### src/cpl_pkg.sv
// shared constants of the channel protection latch block
package cpl_pkg;
  // ****************************************************************
  // geometry
  // ****************************************************************
  localparam int NCH     = 4;
  localparam int CNT_W   = 4;
  localparam int N_RETRY = 7;
  localparam int TMR_W   = 19;
  localparam int SYNC_W  = 6 * NCH + 3;

  // ****************************************************************
  // timing
  // ****************************************************************
  localparam int CLK_KHZ       = 40_000;
  localparam int T_DELAY_MS    = 7;
  localparam int DELAY_CYCLES  = T_DELAY_MS * CLK_KHZ;

  // ****************************************************************
  // register map, byte addresses
  // ****************************************************************
  localparam logic [7:0] OFS_CTRL  = 8'h00;
  localparam logic [7:0] OFS_CMD   = 8'h04;
  localparam logic [7:0] OFS_LATCH = 8'h08;
  localparam logic [7:0] OFS_ERR   = 8'h0C;
  localparam logic [7:0] OFS_STATE = 8'h10;

  // ****************************************************************
  // fields
  // ****************************************************************
  localparam int CTRL_OUT_LSB = 0;
  localparam int CTRL_LCM_LSB = 4;
  localparam int CMD_CLR_BIT  = 0;
  localparam int LAT_OC_LSB   = 0;
  localparam int LAT_OT_LSB   = 8;
  localparam int LAT_RT_LSB   = 16;
  localparam int ST_ON_LSB    = 0;
  localparam int ST_RED_LSB   = 8;
  localparam logic [31:0] RD_ZERO    = 32'h0000_0000;
  localparam logic [7:0]  CTRL_RESET = 8'h00;
endpackage : cpl_pkg

### src/cpl_sync.sv
// two flip-flop synchroniser bank for pin inputs
`timescale 1ns/1ps
`default_nettype none
module cpl_sync
  import cpl_pkg::*;
#(
  parameter int W = SYNC_W
)(
  input  wire logic         mclk,
  input  wire logic         rstn,
  input  wire logic [W-1:0] d,
  output logic      [W-1:0] q
);
  typedef struct packed {
    logic [W-1:0] s1;
    logic [W-1:0] s2;
  } cpl_sync_s;

  cpl_sync_s st_q;
  cpl_sync_s st_d;

  always_comb
  begin
    st_d    = st_q;
    st_d.s1 = d;
    st_d.s2 = st_q.s1;
  end

  always_ff @(posedge mclk or negedge rstn)
  begin
    if (!rstn)
      st_q <= '0;
    else
      st_q <= st_d;
  end

  assign q = st_q.s2;
endmodule : cpl_sync
`default_nettype wire

### src/cpl_top.sv
// channel protection latch: per-channel fault sequencing with avalon-mm registers
// Functional notes
// - after delay, lower trip to reduced level
// - restart delay on shutdowns or input change
// - reduced trip exceeded: off and latch at once
// - latch clear command clears over-current latch
// - request still set: channel on after clear
// - over temperature switches off and latches
// - temp latch needs cooling plus clear command
// - dynamic trip off, auto restart while retries
// - too many restarts: off and retry latch
// - latch clear command clears retry latch
// - request rising edge resets restart counter while it is below the maximum
// - error flag set in dynamic shutdown, read clears
// - flag sets again if shutdown persists
// - during restart read clears, next trip sets
// - reverse polarity: all on, no protection
// - over voltage: outputs follow requests
// - ground lost: all channels off unless polarity is reversed
// - error flag also for over-current auto restart
//
// Decided for this implementation: the register offsets and the Avalon-MM register port.
`timescale 1ns/1ps
`default_nettype none
module cpl_top
  import cpl_pkg::*;
#(
  parameter int N         = NCH,
  parameter int DLY       = DELAY_CYCLES,
  parameter int NRETRY    = N_RETRY
)(
  input  wire logic         mclk,
  input  wire logic         rstn,
  input  wire logic [7:0]   avs_address,
  input  wire logic         avs_read,
  input  wire logic         avs_write,
  input  wire logic [31:0]  avs_writedata,
  input  wire logic [3:0]   avs_byteenable,
  output logic      [31:0]  avs_readdata,
  output logic              avs_waitrequest,
  input  wire logic [N-1:0] in_pin,
  input  wire logic [N-1:0] oc_init_trip,
  input  wire logic [N-1:0] oc_reduced_trip,
  input  wire logic [N-1:0] over_temp,
  input  wire logic [N-1:0] temp_cooled,
  input  wire logic [N-1:0] dyn_temp_trip,
  input  wire logic         reverse_polarity,
  input  wire logic         ground_lost,
  input  wire logic         over_voltage,
  output logic      [N-1:0] chan_on,
  output logic      [N-1:0] reduced_trip_sel,
  output logic      [N-1:0] low_current_mode
);
  // ****************************************************************
  // state
  // ****************************************************************
  typedef struct packed {
    logic [N-1:0]             ctrl;
    logic [N-1:0]             lcm;
    logic [N-1:0]             oc;
    logic [N-1:0]             ot;
    logic [N-1:0]             rt;
    logic [N-1:0]             err;
    logic [N-1:0]             in_p;
    logic [N-1:0]             ctl_p;
    logic [N-1:0]             dyn_p;
    logic [N-1:0]             ocs_p;
    logic [N-1:0]             on;
    logic [N-1:0]             red;
    logic [N-1:0][TMR_W-1:0]  tmr;
    logic [N-1:0][CNT_W-1:0]  cnt;
    logic                     served;
    logic [31:0]              rdata;
  } cpl_s;

  cpl_s st_q;
  cpl_s st_d;

  // ****************************************************************
  // pin synchronisers
  // ****************************************************************
  logic [SYNC_W-1:0] raw;
  logic [SYNC_W-1:0] syn;
  logic [N-1:0]      in_s;
  logic [N-1:0]      oci_s;
  logic [N-1:0]      ocr_s;
  logic [N-1:0]      ot_s;
  logic [N-1:0]      cool_s;
  logic [N-1:0]      dyn_s;
  logic              rev_s;
  logic              gnd_s;
  logic              ovv_s;

  assign raw = {over_voltage, ground_lost, reverse_polarity, dyn_temp_trip,
                temp_cooled, over_temp, oc_reduced_trip, oc_init_trip, in_pin};

  cpl_sync #(.W(SYNC_W)) u_sync (
    .mclk (mclk),
    .rstn (rstn),
    .d    (raw),
    .q    (syn)
  );

  assign in_s   = syn[N-1:0];
  assign oci_s  = syn[2*N-1:N];
  assign ocr_s  = syn[3*N-1:2*N];
  assign ot_s   = syn[4*N-1:3*N];
  assign cool_s = syn[5*N-1:4*N];
  assign dyn_s  = syn[6*N-1:5*N];
  assign rev_s  = syn[6*N];
  assign gnd_s  = syn[6*N+1];
  assign ovv_s  = syn[6*N+2];

  // ****************************************************************
  // avalon slave: one wait state, answer in the second cycle
  // ****************************************************************
  logic rd_ack;
  logic wr_ack;
  logic clr;

  function automatic logic [31:0] place(input logic [N-1:0] v, input int lsb);
    logic [31:0] r;
    r = RD_ZERO;
    r[lsb +: N] = v;
    return r;
  endfunction : place

  assign avs_waitrequest = (avs_read | avs_write) & ~st_q.served;
  assign rd_ack = avs_read & st_q.served;
  assign wr_ack = avs_write & st_q.served;
  // one command clears the over-current and retry latches of every channel, and the temp latches of cooled ones
  assign clr = wr_ack & (avs_address == OFS_CMD) & avs_byteenable[0]
             & avs_writedata[CMD_CLR_BIT];

  // ****************************************************************
  // next state
  // ****************************************************************
  logic [N-1:0] prot_v;
  logic [N-1:0] dyn_v;
  logic [N-1:0] ocs_v;
  logic [N-1:0] setoc_v;
  logic [N-1:0] re_v;
  logic [N-1:0] rise_v;
  logic [N-1:0] rst_v;
  logic [N-1:0] req_v;
  logic         err_rd;

  always_comb
  begin
    st_d   = st_q;
    err_rd = rd_ack & (avs_address == OFS_ERR);
    st_d.served = (avs_read | avs_write) & ~st_q.served;
    if (avs_read && !st_q.served)
    begin
      unique case (avs_address)
        OFS_CTRL:  st_d.rdata = place(st_q.ctrl, CTRL_OUT_LSB) | place(st_q.lcm, CTRL_LCM_LSB);
        OFS_LATCH: st_d.rdata = place(st_q.oc, LAT_OC_LSB) | place(st_q.ot, LAT_OT_LSB)
                              | place(st_q.rt, LAT_RT_LSB);
        OFS_ERR:   st_d.rdata = place(st_q.err, 0);
        OFS_STATE: st_d.rdata = place(st_q.on, ST_ON_LSB) | place(st_q.red, ST_RED_LSB);
        default:   st_d.rdata = RD_ZERO;
      endcase
    end
    if (wr_ack && avs_address == OFS_CTRL && avs_byteenable[0])
    begin
      st_d.ctrl = avs_writedata[CTRL_OUT_LSB +: N];
      st_d.lcm  = avs_writedata[CTRL_LCM_LSB +: N];
    end
    st_d.in_p  = in_s;
    st_d.ctl_p = st_q.ctrl;
    for (int i = 0; i < N; i++)
    begin
      // no protection acts while the supply is reversed
      prot_v[i]  = ~rev_s;
      req_v[i]   = in_s[i] | st_q.ctrl[i];
      dyn_v[i]   = dyn_s[i] & prot_v[i];
      ocs_v[i]   = oci_s[i] & ~st_q.red[i] & prot_v[i];
      setoc_v[i] = prot_v[i] & st_q.on[i] & st_q.red[i] & ocr_s[i];
      // a shutdown ended by a reversed supply is no restart to count
      re_v[i]    = ((st_q.dyn_p[i] & ~dyn_v[i]) | (st_q.ocs_p[i] & ~ocs_v[i]))
                 & prot_v[i];
      rise_v[i]  = (in_s[i] & ~st_q.in_p[i]) | (st_q.ctrl[i] & ~st_q.ctl_p[i]);
      rst_v[i]   = (dyn_v[i] & ~st_q.dyn_p[i]) | (ocs_v[i] & ~st_q.ocs_p[i]) | setoc_v[i]
                 | (in_s[i] ^ st_q.in_p[i]) | (st_q.ctrl[i] ^ st_q.ctl_p[i]);
      st_d.dyn_p[i] = dyn_v[i];
      st_d.ocs_p[i] = ocs_v[i];
      // set wins over the clear command in the same cycle
      st_d.oc[i] = setoc_v[i] | (st_q.oc[i] & ~clr);
      st_d.ot[i] = (prot_v[i] & ot_s[i]) | (st_q.ot[i] & ~(clr & cool_s[i]));
      st_d.rt[i] = (re_v[i] & (st_q.cnt[i] == CNT_W'(NRETRY)))
                 | (st_q.rt[i] & ~clr);
      if (clr)
        st_d.cnt[i] = '0;
      else if (rise_v[i] && st_q.cnt[i] < CNT_W'(NRETRY))
        st_d.cnt[i] = '0;
      else if (re_v[i] && st_q.cnt[i] < CNT_W'(NRETRY))
        st_d.cnt[i] = st_q.cnt[i] + CNT_W'(1);
      // only bits already reported by the read are cleared
      st_d.err[i] = dyn_v[i] | ocs_v[i]
                  | (st_q.err[i] & ~(err_rd & st_q.rdata[i]));
      if (rev_s)
        st_d.on[i] = 1'b1;
      else if (gnd_s)
        st_d.on[i] = 1'b0;
      else
        st_d.on[i] = req_v[i] & ~st_d.oc[i] & ~st_d.ot[i] & ~st_d.rt[i]
                   & ~dyn_v[i] & ~ocs_v[i];
      if (rst_v[i] || !st_q.on[i] || st_q.ot[i])
        st_d.tmr[i] = '0;
      else if (st_q.tmr[i] != TMR_W'(DLY))
        st_d.tmr[i] = st_q.tmr[i] + TMR_W'(1);
      st_d.red[i] = (st_d.tmr[i] == TMR_W'(DLY));
    end
  end

  always_ff @(posedge mclk or negedge rstn)
  begin
    if (!rstn)
    begin
      st_q      <= '0;
      st_q.ctrl <= CTRL_RESET[N-1:0];
    end
    else
      st_q <= st_d;
  end

  // ****************************************************************
  // outputs
  // ****************************************************************
  assign avs_readdata     = st_q.rdata;
  assign chan_on          = st_q.on;
  assign reduced_trip_sel = st_q.red;
  assign low_current_mode = st_q.lcm;

  for (genvar g = 0; g < N; g++)
  begin : g_chk

  end

  logic unused_ok;
  assign unused_ok = ovv_s;
endmodule : cpl_top
`default_nettype wire

### config.mk
export PLATFORM = sky130hd
export DESIGN_NAME = cpl_top
export DESIGN_NICKNAME = d
export VERILOG_FILES = /design/src/cpl_pkg.sv /design/src/cpl_sync.sv /design/src/cpl_top.sv
export SDC_FILE = /design/constraint.sdc
export NUM_CORES = 1
export LEC_CHECK = 0
export BUFFER_PORTS_ARGS = -buffer_cell sky130_fd_sc_hd__buf_4
export CORE_MARGIN = 2
export CORE_UTILIZATION = 58
export DETAILED_ROUTE_END_ITERATION = 16
export PLACE_DENSITY_LB_ADDON = 0.25
export SYNTH_ARGS = -nofsm -noshare
export SYNTH_HDL_FRONTEND = slang
export SYNTH_SLANG_ARGS = --single-unit
### constraint.sdc
create_clock -name mclk -period 2.7 [get_ports mclk]
set_input_delay 0.27 -clock mclk [delete_from_list [all_inputs] [get_ports mclk]]
set_output_delay 0.27 -clock mclk [all_outputs]
set_load 0.005 [all_outputs]
==> impl_metrics.env, run 1 <==
export IMPL_run_status="finished, final reports clean"
export IMPL_synth_enable_flop_cells=0
export IMPL_critical_path_max_fanout=8
export IMPL_muxShareOfSynthArea_pct=2.26
export IMPL_totalNegativeSetupSlack_ps=0
export IMPL_gr_total_overflow=0
export IMPL_yosys_area_share_simple_pct=21.6
export IMPL_highest_achievable_clock_rate_mhz=417
export IMPL_clockBufferDepth=3
export IMPL_finalCoreUtilization_pct=69.3
export IMPL_first_global_vias=6866
export IMPL_clk_latency_ps=500
export IMPL_final_min_clock_period_ps=2400
export IMPL_synth_compound_gate_area_share_pct=7.96
export IMPL_yosysWarnings=0
export IMPL_finalWirelength_um=19600
export IMPL_first_pass_iters=5
export IMPL_final_setup_skew_ps=6.59
export IMPL_cells_after_synth=934
export IMPL_rows=47
export IMPL_timing_final_hold_violations=0
export IMPL_num_antenna_cells=0
export IMPL_preCtsSetupSlack_ps=403
export IMPL_synth_largest_area_cell="dfrtp_1"
export IMPL_setup_violations_final=0
export IMPL_htree_levels=1
export IMPL_timing_critical_path_to_type="flop"
export IMPL_drive_above_1_share_pct=15.0
export IMPL_cp_start_kind="flop"
export IMPL_clock_transition_at_path_regs_ps=60
export IMPL_worst_endpoint_required_ps=3070
export IMPL_layout_cells_most_common="dfrtp_1"
export IMPL_port_buffers=75
export IMPL_cts_tree="done"
export IMPL_final_critical_path_setup_slack_ps=301
export IMPL_area_share_of_fa_ha_maj_cells_after_synthesis_pct=2.55
export IMPL_nFillCells=1268
export IMPL_drt_iter0_drc=464
export IMPL_finalPower_mw=6.61
export IMPL_syn_area_per_cell_um2=10.5
export IMPL_yosys_area_share_xor_xnor_pct=6.08
export IMPL_clock_sinks=209
export IMPL_placeableCoreArea_um2=16500
export IMPL_ios=120
export IMPL_fp_dieW_um=134
export IMPL_worst_ir_drop_vdd_v=0.000816
export IMPL_tritoncts_num_buffers=23
export IMPL_grt_first_pass_wirelength_um=33200
export IMPL_instances_no_fill=1254
export IMPL_slew_limit_headroom_pct=53.4
export IMPL_power_density_cell_area_nw_per_um2=578
export IMPL_part_of_the_yosys_area_used_for_sequential_elements_pct=53.4
export IMPL_main_combinational_cell_family_by_area_after_synthesis="simple AND/OR/NAND/NOR gates"
export IMPL_mostFrequentLayoutCells="dfrtp_1, nor2_1, buf_4"
export IMPL_async_flop_share_pct=100
export IMPL_die_area_um2=17900
export IMPL_area_delta_synth_final_pct=16.8
export IMPL_rsz_0062_raised_after_global_routing="no"
export IMPL_final_period_utilization_pct=88.9
export IMPL_detailedPlacementHpwl_um=13500
export IMPL_ant_nets=0
export IMPL_synth_area_leaders="dfrtp_1, nor2_1, xnor2_1"
export IMPL_gr_usage_all_layers_pct=22.7
export IMPL_die_height_um=134
export IMPL_initial_core_util_pct=59.3
export IMPL_nNetsFinal=1113
export IMPL_viasPerCell=5.56
export IMPL_largest_net_degree_at_the_start_of_global_routing=74
export IMPL_leakagePower_nw=4.99
export IMPL_clock_root_buffer="clkbuf_16"
export IMPL_yosysUniqueCellTypes=71
export IMPL_vias=6972
export IMPL_data_arrival_critical_path_ps=2760
export IMPL_grt_antenna_before_repair=0
export IMPL_drv_slew=0
export IMPL_routed_length_per_placed_instance_um=15.7
export IMPL_place_gp_congestion=0.831
export IMPL_hold_path_class="primary input to flop"
export IMPL_reg2reg_slack_ps=300
export IMPL_tightestPinTransition_ps=692
export IMPL_synthDominantCellAreaShare_pct=53.4
export IMPL_path_class="flop to flop"
export IMPL_synth_top_flop_cell="dfrtp_1"
export IMPL_ys_seq_elements=209
export IMPL_post_cts_resized=0
export IMPL_maxCapViolCount=0
export IMPL_synthesis_area_um2=9800
export IMPL_dp_cells=1181
export IMPL_route_detailed_drc=0
-- power by group --
part	total [mW]	internal [mW]	switching, mW
sequential	3.26	3.21	0.0492
clock	3.04	1.85	1.19
combinational	0.313	0.148	0.165
-- synthesized netlist by cell type (9+ instances only) --
library cell / instances
a21oi_1: 23
a22o_1: 14
and3_1: 17
buf_4: 45
clkbuf_1: 17
dfrtp_1: 209
ha_1: 20
inv_1: 32
mux2_2: 9
mux2i_1: 12
nand2_1: 66
nand2b_1: 12
nand3_1: 37
nand4_1: 13
nor2_1: 113
nor2b_1: 10
nor3_1: 31
nor4_1: 24
o21ai_0: 22
xnor2_1: 42
xor2_1: 26
-- metal layers --
| layer | share of wire, % | GRT usage, % |
|---|---|---|
| met1 | 47 | 32.8 |
| met3 | 4.5 | 3.67 |
| met2 | 47 | 36.8 |
| met5 | 0 | 0 |
| met4 | 1.1 | 4.91 |
-- registers in the layout (all words and copies together), names as in the netlist --
name,cells
reduced_trip_sel,4
st_q,125
chan_on,4
avs_readdata,16
u_sync.q,26
u_sync.st_d,26
low_current_mode,4
st_d,4
-- logic make-up (layout without fill, tap and decap cells) --
family | Yosys count | in the layout
AOI/OAI and AO/OA | 112 | 112
DFF | 209 | 209
and+or+nand+nor | 396 | 396
other | 1 | 16
muxes | 21 | 21
adders and majority gates | 20 | 20
buffers and inverters | 107 | 192
xor gates and xnor gates | 68 | 68
-- layout make-up --
cell class                      instances  area, µm²  share of cell area [%]
Sequential cell                       209       5230                    45.7
Inverter                               32        120                    1.05
Clock inverter                          9       78.8                   0.689
Tap cell                              220        275                    2.41
Timing Repair Buffer                  119       1040                    9.11
Clock buffer                           32        679                    5.94
Multi-Input combinational cell        633       4020                    35.1
-- worst max-delay path, stage by stage, from the launching register on --
cell,delay (ps)
dfrtp_1,400
ha_1,210
nand3_1,260
nor4_1,480
nand4_1,180
xnor2_1,250
nand4b_1,120
a2111oi_1,360
-- timing repair --
action	in CTS	in global routing
buffers inserted	0	0
hold buffers	32	0
hold endpoints to repair	100	0
setup endpoints to repair	0	0
-- through the flow --
stage	cell area (µm²)	hold WS, ps
after global routing	11400	14.1
final	11400	19.3
after global placement	10400	312
after CTS	11400	4.96
after detailed placement	10400	326
after floorplan	9850	-25.6
-- worst paths after layout --
path,from,endpoint,cells past startpoint
hold reg to reg,u_sync.st_d[23]$_DFF_PN0_,u_sync.q[23]$_DFF_PN0_,0
min in group asynchronous,rstn,st_q[74]$_DFF_PN0_,2
setup reg to reg,st_q[88]$_DFF_PN0_,reduced_trip_sel[2]$_DFF_PN0_,7
max in group asynchronous,rstn,st_q[103]$_DFF_PN0_,3
setup / recovery,st_q[88]$_DFF_PN0_,reduced_trip_sel[2]$_DFF_PN0_,7
hold / removal,avs_writedata[3],st_d[144]$_DFFE_PN0P_,2
(Power assumes the default switching activity.)
==> run 2, diff against run 1 <==
SYNTH_HIERARCHICAL = 1   (was not set)
==> impl_metrics.env, run 2 <==
export IMPL_clk_latency_ps=500
export IMPL_final_setup_skew_ps=6.98
export IMPL_crit_chain="or4b_2 > nor4_1 > nand4_1 > mux2i_1 > a2111o_1 > nor4_1"
export IMPL_slew_limit_headroom_pct=54.1
export IMPL_finalWirelength_um=20000
export IMPL_ctsHoldBuffers=32
export IMPL_gr_total_overflow=0
export IMPL_critical_path_max_fanout=7
export IMPL_placeableCoreArea_um2=16500
export IMPL_final_critical_path_setup_slack_ps=112
export IMPL_totalNegativeSetupSlack_ps=0
export IMPL_tritoncts_num_buffers=22
export IMPL_rsz_0062_raised_after_global_routing="no"
export IMPL_layout_cells_most_common="dfrtp_1"
export IMPL_first_global_vias=6844
export IMPL_viasPerCell=5.49
export IMPL_vias=7019
export IMPL_synthesis_area_um2=9780
export IMPL_detailedPlacementHpwl_um=13900
export IMPL_clock_root_buffer="clkbuf_16"
export IMPL_cp_start_kind="flop"
export IMPL_tightestPinTransition_ps=688
export IMPL_num_antenna_cells=0
export IMPL_cp_num_buf_inv=0
export IMPL_final_period_utilization_pct=95.9
export IMPL_hold_path_class="primary input to flop"
export IMPL_clock_sinks=209
export IMPL_finalCoreUtilization_pct=69.8
export IMPL_fp_dieW_um=134
export IMPL_area_delta_synth_final_pct=17.9
export IMPL_nNetsFinal=1137
export IMPL_drt_iter0_drc=507
export IMPL_grt_first_pass_wirelength_um=33800
export IMPL_run_status="finished, final reports clean"
export IMPL_rows=47
export IMPL_largest_net_degree_at_the_start_of_global_routing=85
export IMPL_hold_end="low_current_mode[0]$_DFFE_PN0P_"
export IMPL_timing_final_hold_violations=0
export IMPL_maxCapViolCount=0
export IMPL_routed_length_per_placed_instance_um=15.7
export IMPL_cts_tree="done"
export IMPL_drive_above_1_share_pct=15.9
export IMPL_first_pass_iters=6
export IMPL_hold_ws_ps=21.1
export IMPL_most_flops_register="st_q"
export IMPL_leakagePower_nw=5.07
export IMPL_timing_critical_path_to_type="flop"
export IMPL_worst_ir_drop_vdd_v=0.000639
export IMPL_source_of_the_worst_hold_timing_path="avs_writedata[4]"
export IMPL_post_cts_setup_buffer_count=0
export IMPL_cp_slowest_cell="or4b_2"
export IMPL_route_detailed_drc=0
export IMPL_clockBufferDepth=3
export IMPL_worst_endpoint_required_ps=3090
export IMPL_htree_levels=1
export IMPL_clock_transition_at_path_regs_ps=60
export IMPL_postPlaceCellArea_um2=10500
export IMPL_final_min_clock_period_ps=2590
export IMPL_die_height_um=134
export IMPL_mostFrequentLayoutCells="dfrtp_1, nor2_1, buf_4"
export IMPL_ant_nets=0
export IMPL_data_arrival_critical_path_ps=2970
export IMPL_initial_core_util_pct=59.2
export IMPL_timing_rr_end="reduced_trip_sel[1]$_DFF_PN0_"
export IMPL_setup_violations_final=0
export IMPL_path_class="flop to flop"
export IMPL_grt_antenna_before_repair=0
export IMPL_preCtsSetupSlack_ps=187
export IMPL_power_density_cell_area_nw_per_um2=565
export IMPL_cells_after_synth=945
export IMPL_highest_achievable_clock_rate_mhz=386
export IMPL_r2r_worst_path_cells=6
export IMPL_port_buffers=75
export IMPL_syn_area_per_cell_um2=10.3
export IMPL_flip_flop_count_of_the_largest_register_all_copies_and_words_added=125
export IMPL_yosysWarnings=6
export IMPL_gr_usage_all_layers_pct=23.1
export IMPL_crit_path_max_cell_delay_ps=690
export IMPL_die_area_um2=17900
export IMPL_critical_path_reg2reg_startpoint="st_q[70]$_DFF_PN0_"
export IMPL_timing_hold_worst_path_depth=2
export IMPL_post_cts_resized=0
export IMPL_ios=120
export IMPL_stdcell_area_um2=11500
export IMPL_drv_slew=0
export IMPL_place_gp_congestion=0.864
export IMPL_reg2reg_slack_ps=110
export IMPL_timing_critical_path_mode_cell="nor4_1"
export IMPL_critical_path_top_delay_family="simple AND/OR/NAND/NOR gates"
==> run 2: stage by stage <==
stage          instances  power (mW)
6_report            1278        6.51
5_1_grt             1278        6.76
4_1_cts             1278        6.58
3_5_place_dp        1206        3.59
3_3_place_gp        1206        3.58
2_1_floorplan        960        3.43
==> run 2: final cells by class <==
type	instances	area (µm²)
Inverter	32	120
Timing Repair Buffer	138	1160
Multi-Input combinational cell	639	4020
Tap cell	220	275
Clock buffer	34	687
Fill cell	1200	5000
Sequential cell	209	5230
Clock inverter	6	32.5
==> run 2: metal layers <==
layer	vias to the layer above	part of all wire [%]	track usage, %
met5	-	0	0
met4	0	2.6	6.09
met3	36	4.5	3.63
met2	173	46	36.0
met1	3377	47	34.3
li1	3433	-	-
==> run 2: worst register-to-register path: cells and delay by family, from the launching register on <==
kind	cells	cell delay (ps)
compound gates	1	400
mux	1	150
simple gates	4	1490
flops	1	430
==> run 2: worst max path at each step <==
stage | to | startpoint | depth (start not counted)
after floorplan | reduced_trip_sel[1]$_DFF_PN0_ | st_q[70]$_DFF_PN0_ | 6
after global placement | reduced_trip_sel[1]$_DFF_PN0_ | st_q[70]$_DFF_PN0_ | 6
after detailed placement | reduced_trip_sel[1]$_DFF_PN0_ | st_q[70]$_DFF_PN0_ | 6
after CTS | reduced_trip_sel[1]$_DFF_PN0_ | st_q[70]$_DFF_PN0_ | 6
after global routing | reduced_trip_sel[1]$_DFF_PN0_ | st_q[70]$_DFF_PN0_ | 6
final | reduced_trip_sel[1]$_DFF_PN0_ | st_q[70]$_DFF_PN0_ | 6
==> run 2: power breakdown <==
group / total (mW) / switching, mW / internal, mW
Combinational: 0.313 / 0.164 / 0.149
Clock: 2.94 / 1.20 / 1.75
Sequential: 3.26 / 0.0482 / 3.21
Total: 6.51 / 1.41 / 5.10
==> run 3, diff against run 2 <==
CORE_UTILIZATION = 38   (was 58)
PLACE_DENSITY_LB_ADDON = not set   (was 0.25)
==> impl_metrics.env, run 3 (same netlist as run 2, synthesis figures left out) <==
export IMPL_run_status="finished, final reports clean"
export IMPL_highest_achievable_clock_rate_mhz=401
export IMPL_stdcell_area_um2=11800
export IMPL_critical_path_reg2reg_startpoint="st_q[70]$_DFF_PN0_"
export IMPL_drive_above_1_share_pct=16.3
export IMPL_clock_sinks=209
export IMPL_timing_rr_end="reduced_trip_sel[1]$_DFF_PN0_"
export IMPL_setup_violations_final=0
export IMPL_gr_usage_all_layers_pct=16.0
export IMPL_viasPerCell=5.03
export IMPL_final_setup_skew_ps=6.93
export IMPL_detailedPlacementHpwl_um=14800
export IMPL_tritoncts_num_buffers=24
export IMPL_worst_endpoint_required_ps=3110
export IMPL_finalCoreUtilization_pct=46.7
export IMPL_drt_iter0_drc=392
export IMPL_gr_total_overflow=0
export IMPL_nNetsFinal=1138
export IMPL_routed_length_per_placed_instance_um=15.2
export IMPL_grt_first_pass_wirelength_um=34800
export IMPL_postPlaceCellArea_um2=10600
export IMPL_mostFrequentLayoutCells="dfrtp_1, nor2_1, buf_4"
export IMPL_clk_latency_ps=510
export IMPL_clock_root_buffer="clkbuf_16"
export IMPL_final_min_clock_period_ps=2500
export IMPL_reg2reg_slack_ps=200
export IMPL_route_detailed_drc=0
export IMPL_power_density_cell_area_nw_per_um2=598
export IMPL_crit_chain="or4b_2 > nor4_1 > nand4_1 > mux2i_1 > a2111o_1 > nor4_1"
export IMPL_layout_cells_most_common="dfrtp_1"
export IMPL_grt_antenna_before_repair=0
export IMPL_cp_start_kind="flop"
export IMPL_fp_dieW_um=164
export IMPL_largest_net_degree_at_the_start_of_global_routing=73
export IMPL_drv_slew=0
export IMPL_hold_path_class="primary input to flop"
export IMPL_initial_core_util_pct=38.7
export IMPL_timing_critical_path_mode_cell="nor4_1"
export IMPL_vias=6996
export IMPL_rsz_0062_raised_after_global_routing="no"
export IMPL_path_class="flop to flop"
export IMPL_ctsHoldBuffers=33
export IMPL_area_delta_synth_final_pct=20.6
export IMPL_post_cts_setup_buffer_count=0
export IMPL_most_flops_register="st_q"
export IMPL_num_antenna_cells=0
export IMPL_rows=58
export IMPL_clockBufferDepth=3
export IMPL_post_cts_resized=0
export IMPL_timing_final_hold_violations=0
export IMPL_timing_critical_path_to_type="flop"
export IMPL_die_height_um=164
export IMPL_finalWirelength_um=21100
export IMPL_hold_ws_ps=23.5
export IMPL_slew_limit_headroom_pct=47.2
export IMPL_first_global_vias=6889
export IMPL_cp_num_buf_inv=0
export IMPL_critical_path_max_fanout=7
export IMPL_r2r_worst_path_cells=6
export IMPL_clock_transition_at_path_regs_ps=60
export IMPL_ios=120
export IMPL_final_period_utilization_pct=92.5
export IMPL_crit_path_max_cell_delay_ps=680
export IMPL_flip_flop_count_of_the_largest_register_all_copies_and_words_added=125
export IMPL_htree_levels=1
export IMPL_placeableCoreArea_um2=25300
export IMPL_hold_end="st_d[142]$_DFFE_PN0P_"
export IMPL_die_area_um2=27000
export IMPL_finalPower_mw=7.05
export IMPL_port_buffers=75
export IMPL_source_of_the_worst_hold_timing_path="avs_writedata[1]"
export IMPL_worst_ir_drop_vdd_v=0.000440
export IMPL_maxCapViolCount=0
export IMPL_leakagePower_nw=5.12
export IMPL_cp_slowest_cell="or4b_2"
export IMPL_cts_tree="done"
export IMPL_first_pass_iters=4
export IMPL_totalNegativeSetupSlack_ps=0
export IMPL_timing_hold_worst_path_depth=2
export IMPL_data_arrival_critical_path_ps=2910
export IMPL_critical_path_top_delay_family="simple AND/OR/NAND/NOR gates"
export IMPL_ant_nets=0
export IMPL_place_gp_congestion=0.804
export IMPL_tightestPinTransition_ps=785
[run 3: cell count changes in the layout (fill, tap and decap cells not counted)]
cell | before | now
clkbuf_16 | 23 | 25
bufinv_16 | 0 | 4
clkbuf_1 | 4 | 1
clkbuf_8 | 8 | 4
clkinv_2 | 5 | 4
buf_4 | 102 | 101
clkinv_4 | 0 | 2
dlygate4sd3_1 | 32 | 33
buf_12 | 3 | 2
inv_6 | 0 | 1
clkinvlp_4 | 1 | 4
[run 3: per-layer routing]
| metal | vias up | track usage [%] | part of all wire [%] |
|---|---|---|---|
| li1 | 3448 | - | - |
| met1 | 3380 | 22.8 | 49 |
| met2 | 144 | 25.6 | 45 |
| met3 | 24 | 2.36 | 4.5 |
| met4 | 0 | 4.03 | 1.4 |
| met5 | - | 0 | 0 |
[run 3: final cells by class]
class | count | area (µm²)
clock inverter | 15 | 196
inverter | 32 | 120
clock buffer | 29 | 671
tap | 330 | 413
sequential | 209 | 5230
timing repair buffer | 137 | 1140
fill | 2395 | 13500
multi-input combinational | 639 | 4020
[run 3: through the flow]
| stage | cells | setup WS (ps) |
|---|---|---|
| 2_1_floorplan | 960 | 289 |
| 3_3_place_gp | 1314 | 267 |
| 3_5_place_dp | 1314 | 259 |
| 4_1_cts | 1391 | 230 |
| 5_1_grt | 1391 | 68.5 |
| 6_report | 1391 | 204 |
[run 3: worst max-delay path by stage]
stage	from	slack, ps	end	cells past startpoint
after CTS	st_q[70]$_DFF_PN0_	230	reduced_trip_sel[1]$_DFF_PN0_	6
after detailed placement	st_q[70]$_DFF_PN0_	260	reduced_trip_sel[1]$_DFF_PN0_	6
after floorplan	st_q[70]$_DFF_PN0_	290	reduced_trip_sel[1]$_DFF_PN0_	6
final	st_q[70]$_DFF_PN0_	200	reduced_trip_sel[1]$_DFF_PN0_	6
after global placement	st_q[70]$_DFF_PN0_	270	reduced_trip_sel[1]$_DFF_PN0_	6
after global routing	st_q[70]$_DFF_PN0_	70	reduced_trip_sel[1]$_DFF_PN0_	6
[run 3: report_power, final]
group,internal (mW),switching (mW)
clock network,2.16,1.32
registers,3.21,0.0444
logic,0.149,0.168
total,5.52,1.53
